`src/codc_pkg.sv`:
```
package codc_pkg;

  // ----------------------------------------------------------------
  // Bus and register map
  // ----------------------------------------------------------------
  localparam int ADDR_W = 32;
  localparam int DATA_W = 32;
  localparam logic [1:0] HTRANS_NONSEQ = 2'h2;
  localparam logic [1:0] HTRANS_SEQ = 2'h3;
  localparam logic [ADDR_W-1:0] WORD_BYTES = 32'h4;
  localparam logic [7:0] IDX_DIV = 8'h21;
  localparam logic [7:0] IDX_CTL2 = 8'h22;
  localparam logic [7:0] IDX_CTL3 = 8'h23;
  localparam logic [ADDR_W-1:0] ADDR_DIV = 32'(IDX_DIV) * WORD_BYTES;
  localparam logic [ADDR_W-1:0] ADDR_CTL2 = 32'(IDX_CTL2) * WORD_BYTES;
  localparam logic [ADDR_W-1:0] ADDR_CTL3 = 32'(IDX_CTL3) * WORD_BYTES;

  // ----------------------------------------------------------------
  // Reset values and writable bits
  // ----------------------------------------------------------------
  localparam logic [7:0] DIV_RST = 8'h01;
  localparam logic [1:0] FMT_RST = 2'h1;
  localparam logic [1:0] MODE1_RST = 2'h2;
  localparam logic [1:0] MODE2_RST = 2'h0;
  localparam logic CH2_RSV_RST = 1'b1;
  localparam logic [7:0] CTL2_WR_MASK = 8'hFE;
  localparam logic [7:0] CTL3_WR_MASK = 8'h7E;
  localparam logic [8:0] RATIO_STEP = 9'h001;

  // ----------------------------------------------------------------
  // Driver figures
  // ----------------------------------------------------------------
  localparam logic [4:0] TAIL_4MA = 5'h04;
  localparam logic [4:0] TAIL_6MA = 5'h06;
  localparam logic [4:0] TAIL_8MA = 5'h08;
  localparam logic [4:0] TAIL_16MA = 5'h10;
  localparam logic [7:0] LOAD_NONE = 8'h00;
  localparam logic [7:0] LOAD_50R = 8'h32;
  localparam logic [7:0] LOAD_100R = 8'h64;
  localparam logic [7:0] LOAD_200R = 8'hC8;

  // ----------------------------------------------------------------
  // Types
  // ----------------------------------------------------------------
  typedef enum logic [1:0] {FMT_OFF, FMT_AC_DIFF, FMT_HCSL, FMT_CMOS} codc_fmt_e;
  typedef enum logic [1:0] {PIN_PD_TRI, PIN_PD_LOW, PIN_PU_INV, PIN_PU_TRUE} codc_pin_e;
  typedef enum logic [1:0] {REG_NONE, REG_DIV, REG_CTL2, REG_CTL3} codc_reg_e;

  typedef struct packed {
    logic reserved_bit;
    logic [1:0] fmt;
    logic [1:0] mode1;
    logic [1:0] mode2;
    logic rsv0;
  } codc_ctl_s;

  typedef struct packed {
    logic pwr;
    logic oe;
    logic inv;
  } codc_pin_s;

  typedef struct packed {
    logic en;
    logic is_diff;
    logic is_hcsl;
    logic is_cmos;
    logic [4:0] tail_ma;
    logic [7:0] load_ohm;
    codc_pin_s pos_pin;
    codc_pin_s neg_pin;
  } codc_drv_s;

  typedef struct packed {
    logic [7:0] div;
    codc_ctl_s ctl2;
    codc_ctl_s ctl3;
  } codc_nv_s;

  function automatic codc_reg_e reg_decode(input logic [ADDR_W-1:0] addr);
    if (addr == ADDR_DIV) begin
      return REG_DIV;
    end else if (addr == ADDR_CTL2) begin
      return REG_CTL2;
    end else if (addr == ADDR_CTL3) begin
      return REG_CTL3;
    end
    return REG_NONE;
  endfunction

endpackage

```
`src/codc_regs.sv`:
```
// Implementation choice: the AHB-Lite register port.
`timescale 1ns/1ps
// Operation
// - Shared divider is 8 bits; ratio equals value plus one, 1 to 256.
// - One divider setting serves channels 0 and 1; resets to 1, ratio two.
// - Format select: 0 off, 1 AC differential, 2 HCSL, 3 CMOS; resets 1.
// - Differential first mode sets tail current 4/6/8/16-or-8 mA; resets 2.
// - CMOS: first mode drives positive pin, second negative pin, four states.
// - Differential second mode picks HCSL load: none/50/100/200 ohm; resets 0.
// - Control layout: format 6:5, first mode 4:3, second mode 2:1, bit 0 reserved.
// - Channel 2 bit 7 is read-write, resets one, nonvolatile; host writes zero.
// - Channel 2 control governs output 2 only; its fields are nonvolatile.
module codc_regs (
  input wire logic CLK_SYS_IN,
  input wire logic RST_B_IN,
  input wire logic HSEL_IN,
  input wire logic [codc_pkg::ADDR_W-1:0] HADDR_IN,
  input wire logic [1:0] HTRANS_IN,
  input wire logic HWRITE_IN,
  input wire logic [2:0] HSIZE_IN,
  input wire logic [codc_pkg::DATA_W-1:0] HWDATA_IN,
  input wire logic HREADY_IN,
  output logic HREADYOUT_OUT,
  output logic [codc_pkg::DATA_W-1:0] HRDATA_OUT,
  output logic HRESP_OUT,
  input wire logic NV_LOAD_IN,
  input wire codc_pkg::codc_nv_s NV_DATA_IN,
  output codc_pkg::codc_nv_s NV_IMAGE_OUT,
  output logic [8:0] DIV_RATIO_OUT,
  output codc_pkg::codc_drv_s CH2_DRV_OUT,
  output codc_pkg::codc_drv_s CH3_DRV_OUT
);

  // ----------------------------------------------------------------
  // State
  // ----------------------------------------------------------------
  typedef struct packed {
    logic [7:0] div;
    codc_pkg::codc_ctl_s ctl2;
    codc_pkg::codc_ctl_s ctl3;
    logic wr_pend;
    codc_pkg::codc_reg_e wr_reg;
    logic hreadyout;
    logic [codc_pkg::DATA_W-1:0] hrdata;
    logic [8:0] ratio;
    codc_pkg::codc_drv_s drv2;
    codc_pkg::codc_drv_s drv3;
    codc_pkg::codc_nv_s nv;
  } codc_st_s;

  localparam codc_pkg::codc_ctl_s CTL2_RST = '{
    reserved_bit: codc_pkg::CH2_RSV_RST, fmt: codc_pkg::FMT_RST,
    mode1: codc_pkg::MODE1_RST, mode2: codc_pkg::MODE2_RST, rsv0: 1'b0};
  localparam codc_pkg::codc_ctl_s CTL3_RST = '{
    reserved_bit: 1'b0, fmt: codc_pkg::FMT_RST,
    mode1: codc_pkg::MODE1_RST, mode2: codc_pkg::MODE2_RST, rsv0: 1'b0};

  codc_st_s st_q;
  codc_st_s st_d;
  codc_pkg::codc_ctl_s [1:0] dec_ctl;
  codc_pkg::codc_drv_s [1:0] dec_drv;
  logic take;
  logic [7:0] wbyte;

  // ----------------------------------------------------------------
  // Read mux
  // ----------------------------------------------------------------
  function automatic logic [codc_pkg::DATA_W-1:0] read_word(
    input codc_pkg::codc_reg_e r,
    input logic [7:0] div,
    input codc_pkg::codc_ctl_s c2,
    input codc_pkg::codc_ctl_s c3
  );
    logic [7:0] b;
    b = 8'h00;
    unique case (r)
      codc_pkg::REG_DIV: b = div;
      codc_pkg::REG_CTL2: b = c2 & codc_pkg::CTL2_WR_MASK;
      codc_pkg::REG_CTL3: b = c3 & codc_pkg::CTL3_WR_MASK;
      codc_pkg::REG_NONE: b = 8'h00;
    endcase
    return {24'h000000, b};
  endfunction

  // ----------------------------------------------------------------
  // Channel decoders
  // ----------------------------------------------------------------
  assign dec_ctl[0] = st_q.ctl2;
  assign dec_ctl[1] = st_q.ctl3;

  for (genvar i = 0; i < 2; i++) begin : g_chan
    codc_chan_decode u_dec (
      .ctl_in(dec_ctl[i]),
      .drv_out(dec_drv[i])
    );
  end

  // ----------------------------------------------------------------
  // Next state
  // ----------------------------------------------------------------
  assign take = HSEL_IN && HREADY_IN &&
                ((HTRANS_IN == codc_pkg::HTRANS_NONSEQ) || (HTRANS_IN == codc_pkg::HTRANS_SEQ));
  assign wbyte = HWDATA_IN[7:0];

  always_comb begin
    st_d = st_q;
    st_d.hreadyout = 1'b1;
    // Image load first so a bus write in the same cycle wins
    if (NV_LOAD_IN) begin
      st_d.div = NV_DATA_IN.div;
      st_d.ctl2 = NV_DATA_IN.ctl2 & codc_pkg::CTL2_WR_MASK;
      st_d.ctl3 = NV_DATA_IN.ctl3 & codc_pkg::CTL3_WR_MASK;
    end
    if (st_q.wr_pend) begin
      unique case (st_q.wr_reg)
        codc_pkg::REG_DIV: st_d.div = wbyte;
        codc_pkg::REG_CTL2: st_d.ctl2 = wbyte & codc_pkg::CTL2_WR_MASK;
        codc_pkg::REG_CTL3: st_d.ctl3 = wbyte & codc_pkg::CTL3_WR_MASK;
        codc_pkg::REG_NONE: st_d.div = st_d.div;
      endcase
    end
    st_d.wr_pend = 1'b0;
    st_d.wr_reg = codc_pkg::REG_NONE;
    st_d.hrdata = '0;
    if (take) begin
      st_d.wr_pend = HWRITE_IN;
      st_d.wr_reg = codc_pkg::reg_decode(HADDR_IN);
      if (!HWRITE_IN) begin
        st_d.hrdata = read_word(codc_pkg::reg_decode(HADDR_IN), st_d.div, st_d.ctl2,
                                st_d.ctl3);
      end
    end
    st_d.ratio = {1'b0, st_d.div} + codc_pkg::RATIO_STEP;
    st_d.drv2 = dec_drv[0];
    st_d.drv3 = dec_drv[1];
    st_d.nv.div = st_d.div;
    st_d.nv.ctl2 = st_d.ctl2;
    st_d.nv.ctl3 = st_d.ctl3;
  end

  always_ff @(posedge CLK_SYS_IN or negedge RST_B_IN) begin
    if (!RST_B_IN) begin
      st_q <= '{
        div: codc_pkg::DIV_RST,
        ctl2: CTL2_RST,
        ctl3: CTL3_RST,
        wr_pend: 1'b0,
        wr_reg: codc_pkg::REG_NONE,
        hreadyout: 1'b1,
        hrdata: '0,
        ratio: {1'b0, codc_pkg::DIV_RST} + codc_pkg::RATIO_STEP,
        drv2: '0,
        drv3: '0,
        nv: '{div: codc_pkg::DIV_RST, ctl2: CTL2_RST, ctl3: CTL3_RST}
      };
    end else begin
      st_q <= st_d;
    end
  end

  // ----------------------------------------------------------------
  // Outputs
  // ----------------------------------------------------------------
  assign HREADYOUT_OUT = st_q.hreadyout;
  assign HRDATA_OUT = st_q.hrdata;
  assign HRESP_OUT = 1'b0;
  assign DIV_RATIO_OUT = st_q.ratio;
  assign CH2_DRV_OUT = st_q.drv2;
  assign CH3_DRV_OUT = st_q.drv3;
  assign NV_IMAGE_OUT = st_q.nv;

  logic rd_div_q;
  logic rd_ctl2_q;
  logic rd_ctl3_q;
  logic rd_none_q;
  logic rd_any_q;
  always_ff @(posedge CLK_SYS_IN or negedge RST_B_IN) begin
    if (!RST_B_IN) begin
      rd_div_q <= 1'b0;
      rd_ctl2_q <= 1'b0;
      rd_ctl3_q <= 1'b0;
      rd_none_q <= 1'b0;
      rd_any_q <= 1'b0;
    end else begin
      rd_div_q <= take && !HWRITE_IN && (codc_pkg::reg_decode(HADDR_IN) == codc_pkg::REG_DIV);
      rd_ctl3_q <= take && !HWRITE_IN && (codc_pkg::reg_decode(HADDR_IN) == codc_pkg::REG_CTL3);
      rd_none_q <= take && !HWRITE_IN && (codc_pkg::reg_decode(HADDR_IN) == codc_pkg::REG_NONE);
      rd_ctl2_q <= take && !HWRITE_IN && (codc_pkg::reg_decode(HADDR_IN) == codc_pkg::REG_CTL2);
      rd_any_q <= take && !HWRITE_IN;
    end
  end
endmodule

```
`src/codc_chan_decode.sv`:
```
`timescale 1ns/1ps
module codc_chan_decode (
  input wire codc_pkg::codc_ctl_s ctl_in,
  output codc_pkg::codc_drv_s drv_out
);

  function automatic codc_pkg::codc_pin_s pin_decode(input logic [1:0] code);
    codc_pkg::codc_pin_s p;
    p.pwr = (code == codc_pkg::PIN_PU_INV) || (code == codc_pkg::PIN_PU_TRUE);
    p.oe = (code != codc_pkg::PIN_PD_TRI);
    p.inv = (code == codc_pkg::PIN_PU_INV);
    return p;
  endfunction

  always_comb begin
    drv_out = '0;
    unique case (codc_pkg::codc_fmt_e'(ctl_in.fmt))
      codc_pkg::FMT_OFF: begin
        drv_out = '0;
      end
      codc_pkg::FMT_AC_DIFF, codc_pkg::FMT_HCSL: begin
        drv_out.en = 1'b1;
        drv_out.is_diff = 1'b1;
        drv_out.is_hcsl = (ctl_in.fmt == codc_pkg::FMT_HCSL);
        unique case (ctl_in.mode1)
          2'h0: drv_out.tail_ma = codc_pkg::TAIL_4MA;
          2'h1: drv_out.tail_ma = codc_pkg::TAIL_6MA;
          2'h2: drv_out.tail_ma = codc_pkg::TAIL_8MA;
          2'h3: drv_out.tail_ma = drv_out.is_hcsl ? codc_pkg::TAIL_16MA : codc_pkg::TAIL_8MA;
        endcase
        // Termination only exists on the HCSL stage
        if (drv_out.is_hcsl) begin
          unique case (ctl_in.mode2)
            2'h0: drv_out.load_ohm = codc_pkg::LOAD_NONE;
            2'h1: drv_out.load_ohm = codc_pkg::LOAD_50R;
            2'h2: drv_out.load_ohm = codc_pkg::LOAD_100R;
            2'h3: drv_out.load_ohm = codc_pkg::LOAD_200R;
          endcase
        end
      end
      codc_pkg::FMT_CMOS: begin
        drv_out.en = 1'b1;
        drv_out.is_cmos = 1'b1;
        drv_out.pos_pin = pin_decode(ctl_in.mode1);
        drv_out.neg_pin = pin_decode(ctl_in.mode2);
      end
    endcase
  end

endmodule

```
`config.mk`:
```
export PLATFORM = sky130hd
export DESIGN_NAME = codc_regs
export DESIGN_NICKNAME = d
export VERILOG_FILES = /design/src/codc_pkg.sv /design/src/codc_regs.sv /design/src/codc_chan_decode.sv
export SDC_FILE = /design/constraint.sdc
export NUM_CORES = 1
export LEC_CHECK = 0
export BUFFER_PORTS_ARGS = -buffer_cell sky130_fd_sc_hd__buf_2
export CORE_MARGIN = 5
export CORE_UTILIZATION = 28
export CTS_CLUSTER_SIZE = 25
export DETAILED_ROUTE_END_ITERATION = 6
export GPL_TIMING_DRIVEN = 0
export PLACE_DENSITY_LB_ADDON = 0.25
export SKIP_CTS_REPAIR_TIMING = 1
export SYNTH_ARGS = -nofsm -noshare
export SYNTH_HDL_FRONTEND = slang
export SYNTH_SLANG_ARGS = --single-unit
export TNS_END_PERCENT = 30
```
`constraint.sdc`:
```
create_clock -name CLK_SYS_IN -period 1.9 [get_ports CLK_SYS_IN]
set_clock_uncertainty 0.1 [all_clocks]
set_input_delay 0.19 -clock CLK_SYS_IN [delete_from_list [all_inputs] [get_ports CLK_SYS_IN]]
set_output_delay 0.19 -clock CLK_SYS_IN [all_outputs]
set_load 0.005 [all_outputs]
```
==> run_results.csv, run 1 <==
group,metric,value,unit
status,status,"complete, no violations",
synth,synthCells,396,
detailed_routing,vias,3152,
clock_tree,clk_pin_slew,0.06,ns
sta,fin_crit,1.774,ns
synth,ys_top_cells_by_count,"buf_4 (114), dfrtp_1 (75), inv_1 (23), nor2_1 (21), mux2i_1 (19)",
floorplanning,die_x,135.0,um
worst_setup_path,cp-start-kind,"flip-flop",
finish,antenna_cells,0,
worst_setup_path,cp.required,2.02,ns
synth,yosys.area_share.simple,0.1184,
min_path,holdPathStages,3,
clock_tree,insertion_delay,0.33,ns
synth,ys.flop_type,"dfrtp_1",
clock_tree,numCtsBuffers,9,
synth,synth_mux_area_frac,0.06777,
finish,multiInputGateArea,0.001453,mm2
min_path,hp-class,"in -> reg",
pwr,power.density,763.1,mW/mm2
synth,ys_warn_count,0,
finish,layout.cells.non_filler,805,
synth,synth_edf_count,0,
global_routing,grt_use_met2,0.1951,
finish,seq_area,0.002061,mm2
global_routing,use_met1,0.1495,
detailed_routing,wl_per_cell,13.31,um
sta,worst_pin_slew,0.6602,ns
global_routing,grt_remaining_overflow,0,
synth,async_flop_share,1.000,
placed_design,dp_cells,784,
finish,layout-drive-gt1-share,0.5387,
placed_design,io_buffers,148,
finish,fin_util,0.3847,
clock_tree,cts_tree,"built",
detailed_routing,drt_iter0_drc,71,
worst_setup_path,worstPathMaxFanout,10,
pwr,p_leak,0.003258,uW
pwr,ir_drop,0.0004253,V
worst_setup_path,r2r_cells,7,
global_routing,met3_usage,0.04061,
worst_setup_path,cp.arrival,1.89,ns
synth,synth_top_area_share,0.4289,
floorplanning,start_util,0.2868,
clock_tree,clk_path_buf_depth,2,
global_routing,grt_max_degree,66,
clock_tree,root_buffer,"clkbuf_16",
floorplanning,core-area,0.01526,mm2
floorplanning,die_h,135.0,um
flow_run,cap_violations,0,
synth,synth_top_family_by_area,"buffers and inverters",
synth,syn_area,0.004375,mm2
synth,seq_area_frac_synth,0.4710,
sta,setup_violations,0,
placed_design,dpl.hpwl,8.789,mm
floorplanning,die_area,0.01823,mm2
synth,yosysMostFrequentCell,"buf_4",
global_routing,grt_pass1_vias,3396,
detailed_routing,drt-pass1-iter-count,4,
finish,nets,703,
global_routing,antenna_found_initial,2,
sta,fmax,563.6,MHz
global_routing,busiest_layer,"met2",
global_routing,grt_pass1_wl,16.93,mm
clock_tree,cts.sinks,82,
placed_design,place.gp.congestion,0.7412,
finish,areaGrowthSynthToFinish,34.17,%
worst_setup_path,worstSetupPathType,"reg -> reg",
synth,ys_seq_elements,82,
detailed_routing,antenna_left,0,
detailed_routing,wl,10.71,mm
synth,yosysTopAreaCell,"dfrtp_1",
sta,period_share,0.9338,
sta,finalHoldViolations,0,
detailed_routing,routed_via_density,3.916,
clock_tree,htreeDepth,3,
synth,synth_compound_area_frac,0.05834,
synth,synth_cell_type_count,47,
finish,fillers,1532,
floorplanning,num_rows,45,
detailed_routing,remaining_drc_errors,0,
sta,rsz0062_at_grt,"false",
synth,netlist_top_cells_area,"dfrtp_1 (43%), buf_4 (20%), mux2i_1 (4.3%)",
synth,synthAdderAreaFrac,0.04289,
sta,finalMaxSlewViolations,0,
floorplanning,io_pins,212,
synth,avgSynthCellArea,11.05,um2
sta,worst_hold_slack,0.04983,ns
worst_setup_path,critPathCaptureType,"flip-flop",
synth,synth_xor_area_frac,0.01201,
sta,slew_headroom,0.5566,
global_routing,grt_use_total,0.1191,
## registers in the layout (all words and copies together) (netlist names)
signal	flops
NV_IMAGE_OUT	24
DIV_RATIO_OUT	9
CH2_DRV_OUT	19
st_q	3
CH3_DRV_OUT	19
HRDATA_OUT	8
## final timing paths
path / from / endpoint / slack (ns)
worst max-delay path: st_q[113] / DIV_RATIO_OUT[6] / 0.13
worst min-delay path: HREADY_IN / st_q[114] / 0.05
worst max register to register: st_q[113] / DIV_RATIO_OUT[6] / 0.13
worst min register to register: NV_IMAGE_OUT[8] / NV_IMAGE_OUT[8] / 0.42
max in group asynchronous: RST_B_IN / NV_IMAGE_OUT[5] / 0.89
min in group asynchronous: RST_B_IN / CH3_DRV_OUT[20] / 0.18
## where the power goes
part	internal (uW)	leakage, uW	switching, uW	total [uW]
clock	956	0.000133	652	1610
sequential	1900	0.00104	80.5	1980
combinational	501	0.00208	391	892
total	3360	0.00326	1120	4480
## metal layers
metal,vias up,wire [um]
met2,139,4964
li1,1548,-
met1,1450,4640
met5,-,21
met4,4,103
met3,11,982
## logic make-up (layout without fill, tap and decap cells)
kind of cell	Yosys count	after routing
AND/OR/NAND/NOR	84	84
buffers and inverters	144	314
other	2	30
multiplexers	27	27
adder cells (fa/ha/maj)	15	15
AO/OA/AOI/OAI	36	36
flip-flops	82	82
XOR/XNOR	6	6
## worst max-delay path: stages, from the launching register on
cell and delay (ns):
dfrtp_1 0.38, nand3b_1 0.17, buf_6 0.17, mux2i_4 0.21, inv_1 0.12, ha_1 0.25
nand3_2 0.12, xnor2_1 0.14
## stage by stage
stage          cell area, um2  power (uW)  worst slack [ns]  setup TNS, ns
2_1_floorplan            4481        2532            0.2178              0
4_1_cts                  5792        4533          -0.09142        -0.3085
3_5_place_dp             5515        2908          -0.06750        -0.2117
6_report                 5871        4480            0.1257              0
3_3_place_gp             5485        2886          -0.05649         -3.795
5_1_grt                  5871        4721           0.01766              0
## cell usage in the layout, fill, tap and decap left out, types with 3 or more instances in the layout
master,synthesis,final
nor2_1,21,21
mux2i_1,19,17
and2_1,6,6
nand3_1,3,3
buf_6,2,3
dlygate4sd3_1,0,3
mux2_4,3,3
o21ai_0,5,5
nand2_1,12,12
clkbuf_1,2,5
buf_2,2,149
a21oi_1,14,14
nor4_1,3,3
dfstp_2,7,7
mux2_2,3,3
o21ai_1,3,3
ha_1,15,15
nor4_2,3,3
o21a_1,4,4
buf_4,114,116
conb_1,2,30
a2111oi_2,4,5
xnor2_1,6,6
clkbuf_16,0,9
and3_1,10,10
nor2b_1,6,6
inv_1,23,23
dfrtp_1,75,75
## final cells by class
cell class,count,area share
well taps,211,0.04497
clock inverters,2,0.002131
repair buffers,154,0.1390
inverters,23,0.01471
flip-flops and latches,82,0.3510
plain buffers,121,0.1558
multi-input cells,198,0.2474
clock buffers,14,0.04497
No activity file was read; power rests on OpenSTA's default activity.
==> inputs of run 2 (changes only) <==
Settings changed: CORE_UTILIZATION 28 to 47.
==> run 2 against run 1 <==
Register-to-register slack gained 0.02 ns. Maximum frequency grew 1.0%. Clock power shrank 25%. Global-route usage grew 6.2 points. Final cell count shrank 12%. Power shrank 8.8%. Cell area shrank 3.6%. First-iteration DRC count grew 56%. Non-clock buffer count is the same. Flip-flop and latch count is the same. Critical path depth is the same.
==> run_results.csv, run 2 (synthesis results as in run 1) <==
group,metric,value,unit
sta,worst_hold_slack,0.01342,ns
worst_setup_path,cp-start-kind,"flip-flop",
worst_setup_path,critPathCaptureType,"flip-flop",
status,status,"complete, no violations",
clock_tree,root_buffer,"clkbuf_8",
global_routing,grt_pass1_wl,15.99,mm
clock_tree,insertion_delay,0.35,ns
clock_tree,clk_pin_slew,0.09,ns
placed_design,place.gp.congestion,0.7977,
pwr,power.density,722.2,mW/mm2
finish,nets,703,
finish,areaGrowthSynthToFinish,29.28,%
floorplanning,die_h,106.5,um
detailed_routing,wl_per_cell,14.29,um
finish,layout_common_cells,"buf_2 (149), buf_4 (116), dfrtp_1 (75)",
detailed_routing,drt_iter0_drc,111,
sta,fin_crit,1.756,ns
finish,layout-drive-gt1-share,0.5438,
detailed_routing,vias,3149,
clock_tree,clk_path_buf_depth,2,
sta,finalWorstSetupSlack,0.1441,ns
min_path,hp-class,"in -> reg",
sta,worst_pin_slew,0.6043,ns
worst_setup_path,worstSetupPathType,"reg -> reg",
detailed_routing,remaining_drc_errors,0,
pwr,ir_drop,0.0003188,V
floorplanning,die_area,0.01134,mm2
sta,finalHoldViolations,0,
clock_tree,htreeDepth,3,
detailed_routing,drt-pass1-iter-count,4,
global_routing,grt_pass1_vias,3385,
floorplanning,num_rows,35,
detailed_routing,routed_via_density,4.467,
clock_tree,numCtsBuffers,9,
detailed_routing,wl_met2,5.297,mm
placed_design,dpl.hpwl,8.070,mm
global_routing,grt_max_degree,48,
worst_setup_path,cp.required,2.07,ns
floorplanning,io_pins,212,
placed_design,io_buffers,148,
worst_setup_path,cp.arrival,1.93,ns
clock_tree,cts_tree,"built",
floorplanning,core-area,0.009153,mm2
clock_tree,cts.sinks,82,
finish,antenna_cells,0,
floorplanning,die_x,106.5,um
sta,rsz0062_at_grt,"false",
detailed_routing,drt-met1-wl,3.846,mm
finish,largest_register_ffs,24,
sta,slew_headroom,0.5941,
placed_design,dp_slack,-0.04748,ns
floorplanning,start_util,0.4781,
global_routing,antenna_found_initial,0,
detailed_routing,wl,10.08,mm
sta,setup_violations,0,
global_routing,grt_use_total,0.1807,
worst_setup_path,reg2reg_setup_slack,0.14,ns
global_routing,grt_remaining_overflow,0,
worst_setup_path,worstPathMaxFanout,10,
sta,finalMaxSlewViolations,0,
sta,period_share,0.9242,
flow_run,cap_violations,0,
sta,fmax,569.5,MHz
detailed_routing,wl_met3,720,um
finish,final_common_cell,"buf_2",
pwr,p_leak,0.003222,uW
detailed_routing,antenna_left,0,
detailed_routing,topRoutingLayerUsed,"met4",
[run 2: cell count changes in the layout (fill, tap and decap cells not counted), sizes merged]
cell	before	now
clkbuf	16	11
clkinvlp	1	0
inv	23	29
[run 2: worst paths after layout]
check                                 start               end  depth (start not counted)
hold / removal                 HWDATA_IN[7]  NV_IMAGE_OUT[15]                          3
min in group asynchronous          RST_B_IN    CH3_DRV_OUT[9]                          2
setup / recovery                  st_q[113]  DIV_RATIO_OUT[8]                          7
hold reg to reg            NV_IMAGE_OUT[12]   CH2_DRV_OUT[17]                          2
setup reg to reg                  st_q[113]  DIV_RATIO_OUT[8]                          7
max in group asynchronous          RST_B_IN  DIV_RATIO_OUT[1]                          3
[run 2: layout make-up]
type / count / area [um2]
Buffer: 121 / 914.6
Clock buffer: 9 / 123.9
Clock inverter: 7 / 66.31
Fill cell: 777 / 3496
Inverter: 23 / 86.33
Multi-Input combinational cell: 198 / 1450
Sequential cell: 82 / 2061
Tap cell: 111 / 138.9
Timing Repair Buffer: 154 / 815.8
[run 2: report_power, final]
part	internal [uW]	total (uW)	switching [uW]
sequential	1900	1980	84.7
combinational	502	890	389
clock	514	1210	700
[run 2: per-stage QoR]
stage | cell area, um2 | std cells | total power (uW) | TNS [ns] | utilization
after detailed placement | 5390 | 684 | 2900 | -0.1313 | 0.5889
after floorplan | 4481 | 424 | 2532 | 0 | -
after global routing | 5657 | 705 | 4316 | 0 | 0.6180
after CTS | 5580 | 700 | 4121 | -0.2531 | 0.6097
final | 5657 | 705 | 4085 | 0 | 0.6180
after global placement | 5360 | 683 | 2864 | -0.04033 | 0.5856
[run 2: routing by layer]
metal / track usage / vias to the layer above
li1: - / 1553
met1: 0.2097 / 1458
met2: 0.3172 / 124
met3: 0.03764 / 14
met4: 0.08767 / 0
met5: 0 / -
[run 2: worst max-delay path, cell delays in order, from the launching register on]
cell and delay (ns):
dfrtp_1 0.39, nand3b_1 0.17, buf_6 0.17, mux2i_4 0.21
inv_1 0.13, ha_2 0.24, nand3_2 0.11, nor3_2 0.17
